## config.mk

```make
export PLATFORM = sky130hd
export DESIGN_NAME = timer8_counter_compare
export DESIGN_NICKNAME = d
export VERILOG_FILES = /design/src/timer8_pkg.sv /design/src/timer8_counter_compare.sv
export SDC_FILE = /design/constraint.sdc
export NUM_CORES = 1
export LEC_CHECK = 0
export BUFFER_PORTS_ARGS = -buffer_cell sky130_fd_sc_hd__buf_2
export CORE_MARGIN = 1
export CORE_UTILIZATION = 30
export CTS_CLUSTER_DIAMETER = 150
export DETAILED_ROUTE_END_ITERATION = 8
export SETUP_SLACK_MARGIN = 0.5
export SLEW_MARGIN = 0
export SYNTH_ARGS = -nofsm -noshare
export SYNTH_HDL_FRONTEND = slang
export SYNTH_SLANG_ARGS = --single-unit
```

## constraint.sdc

```tcl
create_clock -name hclk -period 4.49 [get_ports hclk]
set_input_delay 0.6735 -clock hclk [delete_from_list [all_inputs] [get_ports hclk]]
set_output_delay 0.6735 -clock hclk [all_outputs]
set_load 0.03 [all_outputs]
```

## src/timer8_pkg.sv

```systemverilog
package timer8_pkg;

    // Register byte addresses, one aligned word each
    localparam logic [7:0] ADDR_CTRL_A    = 8'h00;
    localparam logic [7:0] ADDR_CTRL_B    = 8'h04;
    localparam logic [7:0] ADDR_CTRL_C    = 8'h08;
    localparam logic [7:0] ADDR_COUNT     = 8'h0c;
    localparam logic [7:0] ADDR_CMP_A     = 8'h10;
    localparam logic [7:0] ADDR_CMP_B     = 8'h14;
    localparam logic [7:0] ADDR_FLAGS     = 8'h18;
    localparam logic [7:0] ADDR_IRQ_MASK  = 8'h1c;
    localparam logic [7:0] ADDR_PORT_OUT  = 8'h20;
    localparam logic [7:0] ADDR_PORT_DIR  = 8'h24;

    // Control A fields
    localparam int COM_A_LSB  = 6;
    localparam int COM_B_LSB  = 4;
    localparam int WGM_LO_LSB = 0;
    // Control B fields
    localparam int WGM_HI_BIT = 3;
    localparam int CS_LSB     = 0;
    // Control C strobes
    localparam int FORCE_A_BIT = 7;
    localparam int FORCE_B_BIT = 6;
    // Flag and mask bit positions
    localparam int FLAG_OVF  = 0;
    localparam int FLAG_CMPA = 1;
    localparam int FLAG_CMPB = 2;
    // Port bit positions for the two wave outputs
    localparam int PIN_A = 0;
    localparam int PIN_B = 1;

    localparam logic [7:0] COUNT_BOTTOM = 8'h00;
    localparam logic [7:0] COUNT_MAX    = 8'hff;
    localparam logic [7:0] RESET_BYTE   = 8'h00;
    localparam logic [2:0] CS_STOPPED   = 3'h0;

    localparam logic [1:0] HTRANS_NONSEQ = 2'h2;
    localparam logic [1:0] HTRANS_SEQ    = 2'h3;

    typedef enum logic [2:0] {
        WGM_NORMAL   = 3'h0,
        WGM_PC_MAX   = 3'h1,
        WGM_CTC      = 3'h2,
        WGM_FAST_MAX = 3'h3,
        WGM_RSV4     = 3'h4,
        WGM_PC_OCRA  = 3'h5,
        WGM_RSV6     = 3'h6,
        WGM_FAST_OCRA = 3'h7
    } wgm_t;

    localparam logic [1:0] COM_OFF    = 2'h0;
    localparam logic [1:0] COM_TOGGLE = 2'h1;
    localparam logic [1:0] COM_CLEAR  = 2'h2;
    localparam logic [1:0] COM_SET    = 2'h3;

endpackage : timer8_pkg

```

## src/timer8_counter_compare.sv

```systemverilog
// Chosen here: register access over AHB-Lite and the register addresses.
`timescale 1ns/100ps
// How it works
// - Clock select field picks tick source; zero stops the timer.
// - Each tick clears, increments or decrements the counter per mode.
// - Counter register readable and writable at any time.
// - Software counter write beats a same-cycle clear or count.
// - Mode field: two low bits in control A, high bit in control B.
// - Overflow flag set at mode-defined points; may request interrupt.
// - Counter compared with both compare values continuously.
// - Match sets channel flag on following tick; interrupt if enabled.
// - Flag clears on interrupt service or by writing one.
// - PWM modes: compare writes buffered, loaded at top or bottom.
// - Normal and CTC modes: compare writes go straight to active value.
// - Non-PWM force strobe acts like a match, no flag, no counter change.
// - Counter write blocks compare matches on the next tick, even stopped.
// - Output mode change unbuffered; acts on next match or force.
// - Reset clears both output state registers.
// - Nonzero output mode overrides port value; direction from port register.
// - Output mode zero leaves output state untouched on match.
// - Non-PWM: set, clear, toggle; PWM: inverted or non-inverted, plus A toggle in modes 5/7.
// - Output mode never affects the counting sequence.
// - Output states kept across waveform mode changes.
// - Top and bottom indications handle extreme compare values.
// - Modes: 0 normal, 2 CTC, 3/7 fast, 1/5 phase-correct; 5/7 top is A.
// - Normal: count up, wrap from max to zero, flag overflow on wrap.
module timer8_counter_compare
    import timer8_pkg::*;
#(
    parameter int PRESCALE_W = 10
) (
    // Clock and reset
    input  wire  logic        hclk,
    input  wire  logic        hresetn,
    // AHB-Lite slave
    input  wire  logic        hsel,
    input  wire  logic [7:0]  haddr,
    input  wire  logic [1:0]  htrans,
    input  wire  logic        hwrite,
    input  wire  logic [2:0]  hsize,
    input  wire  logic [31:0] hwdata,
    input  wire  logic        hready,
    output logic [31:0]       hrdata,
    output logic              hreadyout,
    output logic              hresp,
    // External tick source pin
    input  wire  logic        ext_clk_pin,
    // Interrupt service acknowledges from the processor
    input  wire  logic        ack_overflow,
    input  wire  logic        ack_match_a,
    input  wire  logic        ack_match_b,
    // Interrupt requests
    output logic              irq_overflow,
    output logic              irq_match_a,
    output logic              irq_match_b,
    // Wave output pins
    output logic              wave_output_a,
    output logic              wave_output_a_oe,
    output logic              wave_output_b,
    output logic              wave_output_b_oe
);
    import timer8_pkg::*;

    initial begin
        if (PRESCALE_W < 10) $error("PRESCALE_W must be at least 10");
    end

    logic [7:0] ctrl_a_ff, ctrl_b_ff, count_value_reg_ff;
    logic [7:0] compare_value_a_ff, compare_value_b_ff, buf_a_ff, buf_b_ff;
    logic [2:0] flags_ff, mask_ff;
    logic [1:0] port_out_ff, port_dir_ff;
    logic       oc_a_ff, oc_b_ff, block_ff, up_ff;
    logic [PRESCALE_W-1:0] pre_ff;
    logic [2:0] ext_sync_ff;
    logic       wr_pend_ff;
    logic [7:0] wr_addr_ff;

    // Bus decode: zero wait states, always OKAY
    wire        addr_phase = hsel && hready && (htrans == HTRANS_NONSEQ || htrans == HTRANS_SEQ);
    wire [31:0] wdata      = hwdata;
    wire        wr_ctrl_a  = wr_pend_ff && wr_addr_ff == ADDR_CTRL_A;
    wire        wr_ctrl_b  = wr_pend_ff && wr_addr_ff == ADDR_CTRL_B;
    wire        wr_ctrl_c  = wr_pend_ff && wr_addr_ff == ADDR_CTRL_C;
    wire        wr_count   = wr_pend_ff && wr_addr_ff == ADDR_COUNT;
    wire        wr_cmp_a   = wr_pend_ff && wr_addr_ff == ADDR_CMP_A;
    wire        wr_cmp_b   = wr_pend_ff && wr_addr_ff == ADDR_CMP_B;
    wire        wr_flags   = wr_pend_ff && wr_addr_ff == ADDR_FLAGS;
    wire        wr_mask    = wr_pend_ff && wr_addr_ff == ADDR_IRQ_MASK;
    wire        wr_pout    = wr_pend_ff && wr_addr_ff == ADDR_PORT_OUT;
    wire        wr_pdir    = wr_pend_ff && wr_addr_ff == ADDR_PORT_DIR;

    // Mode decode
    wire [2:0] wgm      = {ctrl_b_ff[WGM_HI_BIT], ctrl_a_ff[WGM_LO_LSB +: 2]};
    wire [2:0] cs       = ctrl_b_ff[CS_LSB +: 3];
    wire [1:0] com_a    = ctrl_a_ff[COM_A_LSB +: 2];
    wire [1:0] com_b    = ctrl_a_ff[COM_B_LSB +: 2];
    wire       is_fast  = wgm == WGM_FAST_MAX || wgm == WGM_FAST_OCRA;
    wire       is_pc    = wgm == WGM_PC_MAX || wgm == WGM_PC_OCRA;
    wire       is_pwm   = is_fast || is_pc;
    wire       is_ctc   = wgm == WGM_CTC;
    wire       top_a    = wgm == WGM_PC_OCRA || wgm == WGM_FAST_OCRA || is_ctc;
    wire [7:0] top_val  = top_a ? compare_value_a_ff : COUNT_MAX;

    // Tick generation: prescaler taps and synchronised external edges
    wire ext_rise = ext_sync_ff[1] && !ext_sync_ff[2];
    wire ext_fall = !ext_sync_ff[1] && ext_sync_ff[2];
    logic tick;
    always_comb begin
        unique case (cs)
            3'h0:    tick = 1'b0;
            3'h1:    tick = 1'b1;
            3'h2:    tick = &pre_ff[2:0];
            3'h3:    tick = &pre_ff[5:0];
            3'h4:    tick = &pre_ff[7:0];
            3'h5:    tick = &pre_ff[9:0];
            3'h6:    tick = ext_fall;
            default: tick = ext_rise;
        endcase
    end

    // Counter unit
    wire       at_top    = count_value_reg_ff == top_val;
    wire       at_bottom = count_value_reg_ff == COUNT_BOTTOM;
    wire       match_a   = count_value_reg_ff == compare_value_a_ff;
    wire       match_b   = count_value_reg_ff == compare_value_b_ff;
    wire       fire_a    = tick && match_a && !block_ff;
    wire       fire_b    = tick && match_b && !block_ff;
    wire       clear_cnt = (is_ctc || is_fast) && at_top;
    wire       nxt_up    = is_pc ? (at_top ? 1'b0 : (at_bottom ? 1'b1 : up_ff)) : 1'b1;
    logic [7:0] nxt_count;
    always_comb begin
        if (clear_cnt)   nxt_count = COUNT_BOTTOM;
        else if (nxt_up) nxt_count = count_value_reg_ff + 8'h01;
        else             nxt_count = count_value_reg_ff - 8'h01;
    end
    // Overflow: count at max in normal/CTC, top in fast, bottom in phase-correct
    wire ovf_evt = tick && (is_fast ? at_top
                          : is_pc ? at_bottom && !up_ff
                          : count_value_reg_ff == COUNT_MAX);
    wire load_buf = tick && (is_fast ? at_bottom : (is_pc && at_top));

    // Output compare action
    function automatic logic oc_next(input logic cur, input logic [1:0] com,
                                     input logic pwm, input logic up,
                                     input logic allow_toggle);
        if (com == COM_OFF) return cur;
        if (!pwm) begin
            unique case (com)
                COM_TOGGLE: return !cur;
                COM_CLEAR:  return 1'b0;
                default:    return 1'b1;
            endcase
        end
        if (com == COM_TOGGLE) return allow_toggle ? !cur : cur;
        return (com == COM_SET) ? up : !up;
    endfunction : oc_next

    wire force_a = wr_ctrl_c && wdata[FORCE_A_BIT] && !is_pwm;
    wire force_b = wr_ctrl_c && wdata[FORCE_B_BIT] && !is_pwm;
    wire ph_up   = is_fast ? 1'b1 : up_ff;
    wire tog_ok  = wgm[2];
    wire fast_bottom = tick && is_fast && clear_cnt;
    logic nxt_oc_a, nxt_oc_b;
    always_comb begin
        nxt_oc_a = oc_a_ff;
        nxt_oc_b = oc_b_ff;
        if (fast_bottom && com_a[1]) nxt_oc_a = !com_a[0];
        if (fast_bottom && com_b[1]) nxt_oc_b = !com_b[0];
        if (fire_a || force_a) nxt_oc_a = oc_next(oc_a_ff, com_a, is_pwm, ph_up, tog_ok);
        if (fire_b || force_b) nxt_oc_b = oc_next(oc_b_ff, com_b, is_pwm, ph_up, 1'b0);
    end

    wire [2:0] evts = {fire_b, fire_a, ovf_evt};
    wire [2:0] acks = {ack_match_b, ack_match_a, ack_overflow};
    wire [2:0] sw_clr = wr_flags ? wdata[2:0] : 3'h0;
    wire [2:0] nxt_flags = evts | (flags_ff & ~(acks | sw_clr));

    // Read mux
    wire [7:0] cmp_a_view = is_pwm ? buf_a_ff : compare_value_a_ff;
    wire [7:0] cmp_b_view = is_pwm ? buf_b_ff : compare_value_b_ff;
    logic [7:0] rd_byte;
    always_comb begin
        unique case (haddr)
            ADDR_CTRL_A:   rd_byte = ctrl_a_ff;
            ADDR_CTRL_B:   rd_byte = ctrl_b_ff;
            ADDR_COUNT:    rd_byte = count_value_reg_ff;
            ADDR_CMP_A:    rd_byte = cmp_a_view;
            ADDR_CMP_B:    rd_byte = cmp_b_view;
            ADDR_FLAGS:    rd_byte = {5'h00, flags_ff};
            ADDR_IRQ_MASK: rd_byte = {5'h00, mask_ff};
            ADDR_PORT_OUT: rd_byte = {6'h00, port_out_ff};
            ADDR_PORT_DIR: rd_byte = {6'h00, port_dir_ff};
            default:       rd_byte = RESET_BYTE;
        endcase
    end

    always_ff @(posedge hclk or negedge hresetn) begin
        if (!hresetn) begin
            wr_pend_ff <= 1'b0;
            wr_addr_ff <= RESET_BYTE;
            hrdata     <= 32'h0000_0000;
        end else begin
            wr_pend_ff <= addr_phase && hwrite;
            wr_addr_ff <= haddr;
            hrdata     <= (addr_phase && !hwrite) ? {24'h00_0000, rd_byte} : 32'h0000_0000;
        end
    end

    always_ff @(posedge hclk or negedge hresetn) begin
        if (!hresetn) begin
            ext_sync_ff <= 3'h0;
            pre_ff      <= '0;
        end else begin
            ext_sync_ff <= {ext_sync_ff[1:0], ext_clk_pin};
            pre_ff      <= (cs == CS_STOPPED) ? pre_ff : pre_ff + 1'b1;
        end
    end

    always_ff @(posedge hclk or negedge hresetn) begin
        if (!hresetn) begin
            ctrl_a_ff   <= RESET_BYTE;
            ctrl_b_ff   <= RESET_BYTE;
            mask_ff     <= 3'h0;
            port_out_ff <= 2'h0;
            port_dir_ff <= 2'h0;
        end else begin
            if (wr_ctrl_a) ctrl_a_ff   <= wdata[7:0];
            if (wr_ctrl_b) ctrl_b_ff   <= wdata[7:0];
            if (wr_mask)   mask_ff     <= wdata[2:0];
            if (wr_pout)   port_out_ff <= wdata[1:0];
            if (wr_pdir)   port_dir_ff <= wdata[1:0];
        end
    end

    always_ff @(posedge hclk or negedge hresetn) begin
        if (!hresetn) begin
            count_value_reg_ff <= COUNT_BOTTOM;
            up_ff              <= 1'b1;
            block_ff           <= 1'b0;
        end else begin
            if (wr_count) count_value_reg_ff <= wdata[7:0];
            else if (tick) count_value_reg_ff <= nxt_count;
            if (tick) up_ff <= nxt_up;
            // Block stays armed until a tick consumes it
            if (wr_count) block_ff <= 1'b1;
            else if (tick) block_ff <= 1'b0;
        end
    end

    always_ff @(posedge hclk or negedge hresetn) begin
        if (!hresetn) begin
            compare_value_a_ff <= RESET_BYTE;
            compare_value_b_ff <= RESET_BYTE;
            buf_a_ff           <= RESET_BYTE;
            buf_b_ff           <= RESET_BYTE;
        end else begin
            if (wr_cmp_a) buf_a_ff <= wdata[7:0];
            if (wr_cmp_b) buf_b_ff <= wdata[7:0];
            if (wr_cmp_a && !is_pwm) compare_value_a_ff <= wdata[7:0];
            else if (load_buf) compare_value_a_ff <= buf_a_ff;
            if (wr_cmp_b && !is_pwm) compare_value_b_ff <= wdata[7:0];
            else if (load_buf) compare_value_b_ff <= buf_b_ff;
        end
    end

    always_ff @(posedge hclk or negedge hresetn) begin
        if (!hresetn) begin
            flags_ff <= 3'h0;
            oc_a_ff  <= 1'b0;
            oc_b_ff  <= 1'b0;
        end else begin
            flags_ff <= nxt_flags;
            oc_a_ff  <= nxt_oc_a;
            oc_b_ff  <= nxt_oc_b;
        end
    end

    assign hreadyout = 1'b1;
    assign hresp     = 1'b0;

    assign irq_overflow = flags_ff[FLAG_OVF] && mask_ff[FLAG_OVF];
    assign irq_match_a  = flags_ff[FLAG_CMPA] && mask_ff[FLAG_CMPA];
    assign irq_match_b  = flags_ff[FLAG_CMPB] && mask_ff[FLAG_CMPB];

    assign wave_output_a    = (com_a != COM_OFF) ? oc_a_ff : port_out_ff[PIN_A];
    assign wave_output_b    = (com_b != COM_OFF) ? oc_b_ff : port_out_ff[PIN_B];
    assign wave_output_a_oe = port_dir_ff[PIN_A];
    assign wave_output_b_oe = port_dir_ff[PIN_B];

endmodule : timer8_counter_compare

```

==> results.json <==
{
  "dpl_worst_slack_ps": 810,
  "postSynthAreaPerCell_um2": 10.0,
  "final_layout_size_suffix_gt1_share_pct": 19.4,
  "ant_nets": 0,
  "route.vias.total": 4383,
  "io_pins": 95,
  "synth_area_um2": 5790,
  "row_count": 50,
  "syn2layout_area_growth_pct": 12.1,
  "reg2reg_to": "count_value_reg_ff[7]$_DFFE_PN0P_",
  "yosysWarnings": 0,
  "drt_pass1_iterations": 5,
  "ctsRootBufferMaster": "clkbuf_16",
  "crit_arrival_ps": 3980,
  "clk_pin_slew_ps": 70,
  "placed_cells": 861,
  "nFillCells": 1923,
  "final_util_pct": 34.5,
  "hold_viol": 0,
  "power_density_nw_per_um2": 447,
  "gp_congestion": 0.892,
  "hpwl_um": 11000,
  "rsz0062_at_grt": "no",
  "async_reset_ff_share_pct": 100,
  "overflow": 0,
  "tns_ps": 0,
  "ys_ff_latch": 100,
  "slew_headroom_pct": 37.4,
  "reg2reg_depth": 12,
  "hp-class": "in -> async",
  "fin_ws_ps": 793,
  "path_class": "reg -> reg",
  "finalCriticalPeriod_ps": 3700,
  "clock_skew_ps": 10.8,
  "synth_cell_type_count": 73,
  "grt_pass1_vias": 4209,
  "tightest_slew_ps": 940,
  "synthCells": 577,
  "fmax_mhz": 270,
  "ir_drop_mv": 0.214,
  "ys_seq_area_share_pct": 43.2,
  "cts_buffer_depth": 2,
  "grt_usage_pct": 15.6,
  "synthFlopType": "dfrtp_1",
  "cts_sinks": 100,
  "avgViaCountPerCell": 5.00,
  "wl_per_cell_um": 16.9,
  "wl_um": 14800,
  "cts-buffers-inserted": 9,
  "cts_setup_buffers": 0,
  "drv_slew": 0,
  "diodes": 0,
  "r2r_start": "count_value_reg_ff[4]$_DFFE_PN0P_",
  "rrSetupSlack_ps": 790,
  "initial_core_util_pct": 30.8,
  "p_total_mw": 2.90,
  "worst-endpoint-required_ps": 4770,
  "stdcell_count": 877,
  "drc": 0,
  "h-tree-depth": 3,
  "worst-path-max-fanout": 8,
  "fin_crit_sh_pct": 82.3,
  "grt_pass1_wl_um": 23600,
  "cts_tree": "done",
  "insertion_delay_ps": 360,
  "cts_hold_buf": 0,
  "leakage_nw": 2.85,
  "coreArea_um2": 18800,
  "fp.dieW_um": 141,
  "antenna_found_initial": 0,
  "die_h_um": 141,
  "start_kind": "register",
  "outcome": "complete, no violations",
  "synth_edf_count": 0,
  "end_kind": "register",
  "dieArea_um2": 19900,
  "setup-violations-final": 0,
  "portBuffers": 40,
  "ctsResizeCount": 0,
  "drt_iter0_drc": 257,
  "cap_violations": 0,
  "fin_nets": 675,
  "grt_start_max_net_pins": 43
}
power by group:
part           total (mW)  internal [mW]  switching, mW
combinational       0.817          0.384          0.432
sequential           1.17           1.00          0.169
clock               0.918          0.563          0.355
total                2.90           1.95          0.957
metal layers:
| metal | wire, um | GRT usage [%] |
|---|---|---|
| met1 | 7100 | 21.6 |
| met2 | 6720 | 24.3 |
| met5 | 0 | 0 |
| met3 | 625 | 2.75 |
| met4 | 373 | 6.18 |
registers in the layout (all words and copies together), names as in the netlist:
signal,flops
wr_addr_ff,8
wr_pend_ff,1
compare_value_b_ff,8
flags_ff,3
ctrl_a_ff,8
count_value_reg_ff,8
buf_b_ff,8
ext_sync_ff,3
oc_b_ff,1
block_ff,1
oc_a_ff,1
ctrl_b_ff,8
up_ff,1
compare_value_a_ff,8
mask_ff,3
pre_ff,10
port_dir_ff,2
buf_a_ff,8
port_out_ff,2
hrdata,8
logic make-up after synthesis:
logic type / Yosys count / synth area share (%)
buffers and inverters: 59 / 6.37
multiplexers: 64 / 11.9
adder cells (fa/ha/maj): 9 / 2.07
XOR/XNOR: 22 / 3.33
AO/OA/AOI/OAI: 109 / 13.8
flip-flops: 100 / 43.2
other: 2 / 0.130
AND/OR/NAND/NOR: 212 / 19.1
worst max-delay path: stages, from the launching register on:
cell	delay, ps
dfrtp_1	500
and2b_4	230
a2111oi_4	430
nand3_2	180
a2111oi_4	480
ha_1	310
a21oi_1	140
nor2b_1	60
o31a_1	260
o41ai_1	330
xor2_1	140
o41a_2	480
o21ai_1	80
cells in the mapped netlist (4+ instances only):
| cell | count | area [um^2] |
|---|---|---|
| dfrtp_1 | 99 | 2480 |
| nand2_1 | 49 | 184 |
| nor2_1 | 49 | 184 |
| mux2_2 | 40 | 450 |
| buf_4 | 29 | 218 |
| a21oi_1 | 24 | 120 |
| mux2i_1 | 24 | 240 |
| nor3_1 | 18 | 90.1 |
| o21ai_0 | 18 | 90.1 |
| nand3_1 | 16 | 80.1 |
| xor2_1 | 13 | 114 |
| clkbuf_1 | 12 | 45.0 |
| nand4_1 | 11 | 68.8 |
| o21ai_1 | 11 | 55.1 |
| inv_1 | 10 | 37.5 |
| nor2b_1 | 10 | 62.6 |
| nand2b_1 | 9 | 56.3 |
| nor4_1 | 9 | 56.3 |
| xnor2_1 | 9 | 78.8 |
| ha_1 | 8 | 100 |
| o22ai_1 | 7 | 43.8 |
| a221oi_1 | 5 | 43.8 |
| and2_1 | 5 | 31.3 |
| buf_6 | 5 | 56.3 |
| a221o_1 | 4 | 40.0 |
| a22oi_1 | 4 | 30.0 |
| and3_1 | 4 | 25.0 |
per-stage QoR:
stage,hold slack [ps],cell area [um^2]
after global routing,264,6490
after global placement,336,6150
after detailed placement,338,6150
after floorplan,331,5880
final,237,6490
after CTS,237,6490
worst max path at each step:
| stage | from | end | slack (ps) | depth (start not counted) |
|---|---|---|---|---|
| 6_report | count_value_reg_ff[4]$_DFFE_PN0P_ | count_value_reg_ff[7]$_DFFE_PN0P_ | 790 | 12 |
| 5_1_grt | count_value_reg_ff[4]$_DFFE_PN0P_ | count_value_reg_ff[7]$_DFFE_PN0P_ | 560 | 12 |
| 4_1_cts | count_value_reg_ff[4]$_DFFE_PN0P_ | count_value_reg_ff[7]$_DFFE_PN0P_ | 780 | 12 |
| 3_5_place_dp | count_value_reg_ff[4]$_DFFE_PN0P_ | count_value_reg_ff[7]$_DFFE_PN0P_ | 810 | 12 |
| 3_3_place_gp | count_value_reg_ff[4]$_DFFE_PN0P_ | count_value_reg_ff[7]$_DFFE_PN0P_ | 860 | 12 |
| 2_1_floorplan | count_value_reg_ff[0]$_DFFE_PN0P_ | count_value_reg_ff[7]$_DFFE_PN0P_ | 970 | 13 |
layout by cell type, fill, tap and decap left out, types with 4 or more instances in the layout:
master,count
nand4_1,11
nor4_1,9
a221o_1,4
mux2_2,40
o21ai_0,18
conb_1,26
o21ai_1,11
buf_2,39
nand2b_1,9
xnor2_1,9
nand3_1,16
a21oi_1,24
o22ai_1,7
xor2_1,13
nor2b_1,10
a221oi_1,5
clkbuf_16,9
mux2i_1,24
a22oi_1,4
nand2_1,49
buf_4,10
nor2_1,49
dfrtp_1,99
and3_1,4
ha_1,8
inv_1,10
and2_1,5
nor3_1,18
final cells by class:
cell class	count	area, um^2	area share (%)
Clock buffer	11	243	3.74
Clock inverter	5	106	1.64
Inverter	10	37.5	0.578
Multi-Input combinational cell	442	3010	46.3
Sequential cell	100	2500	38.5
Tap cell	260	325	5.01
Timing Repair Buffer	49	270	4.16
Note: power is estimated with default switching activity, not from simulation.
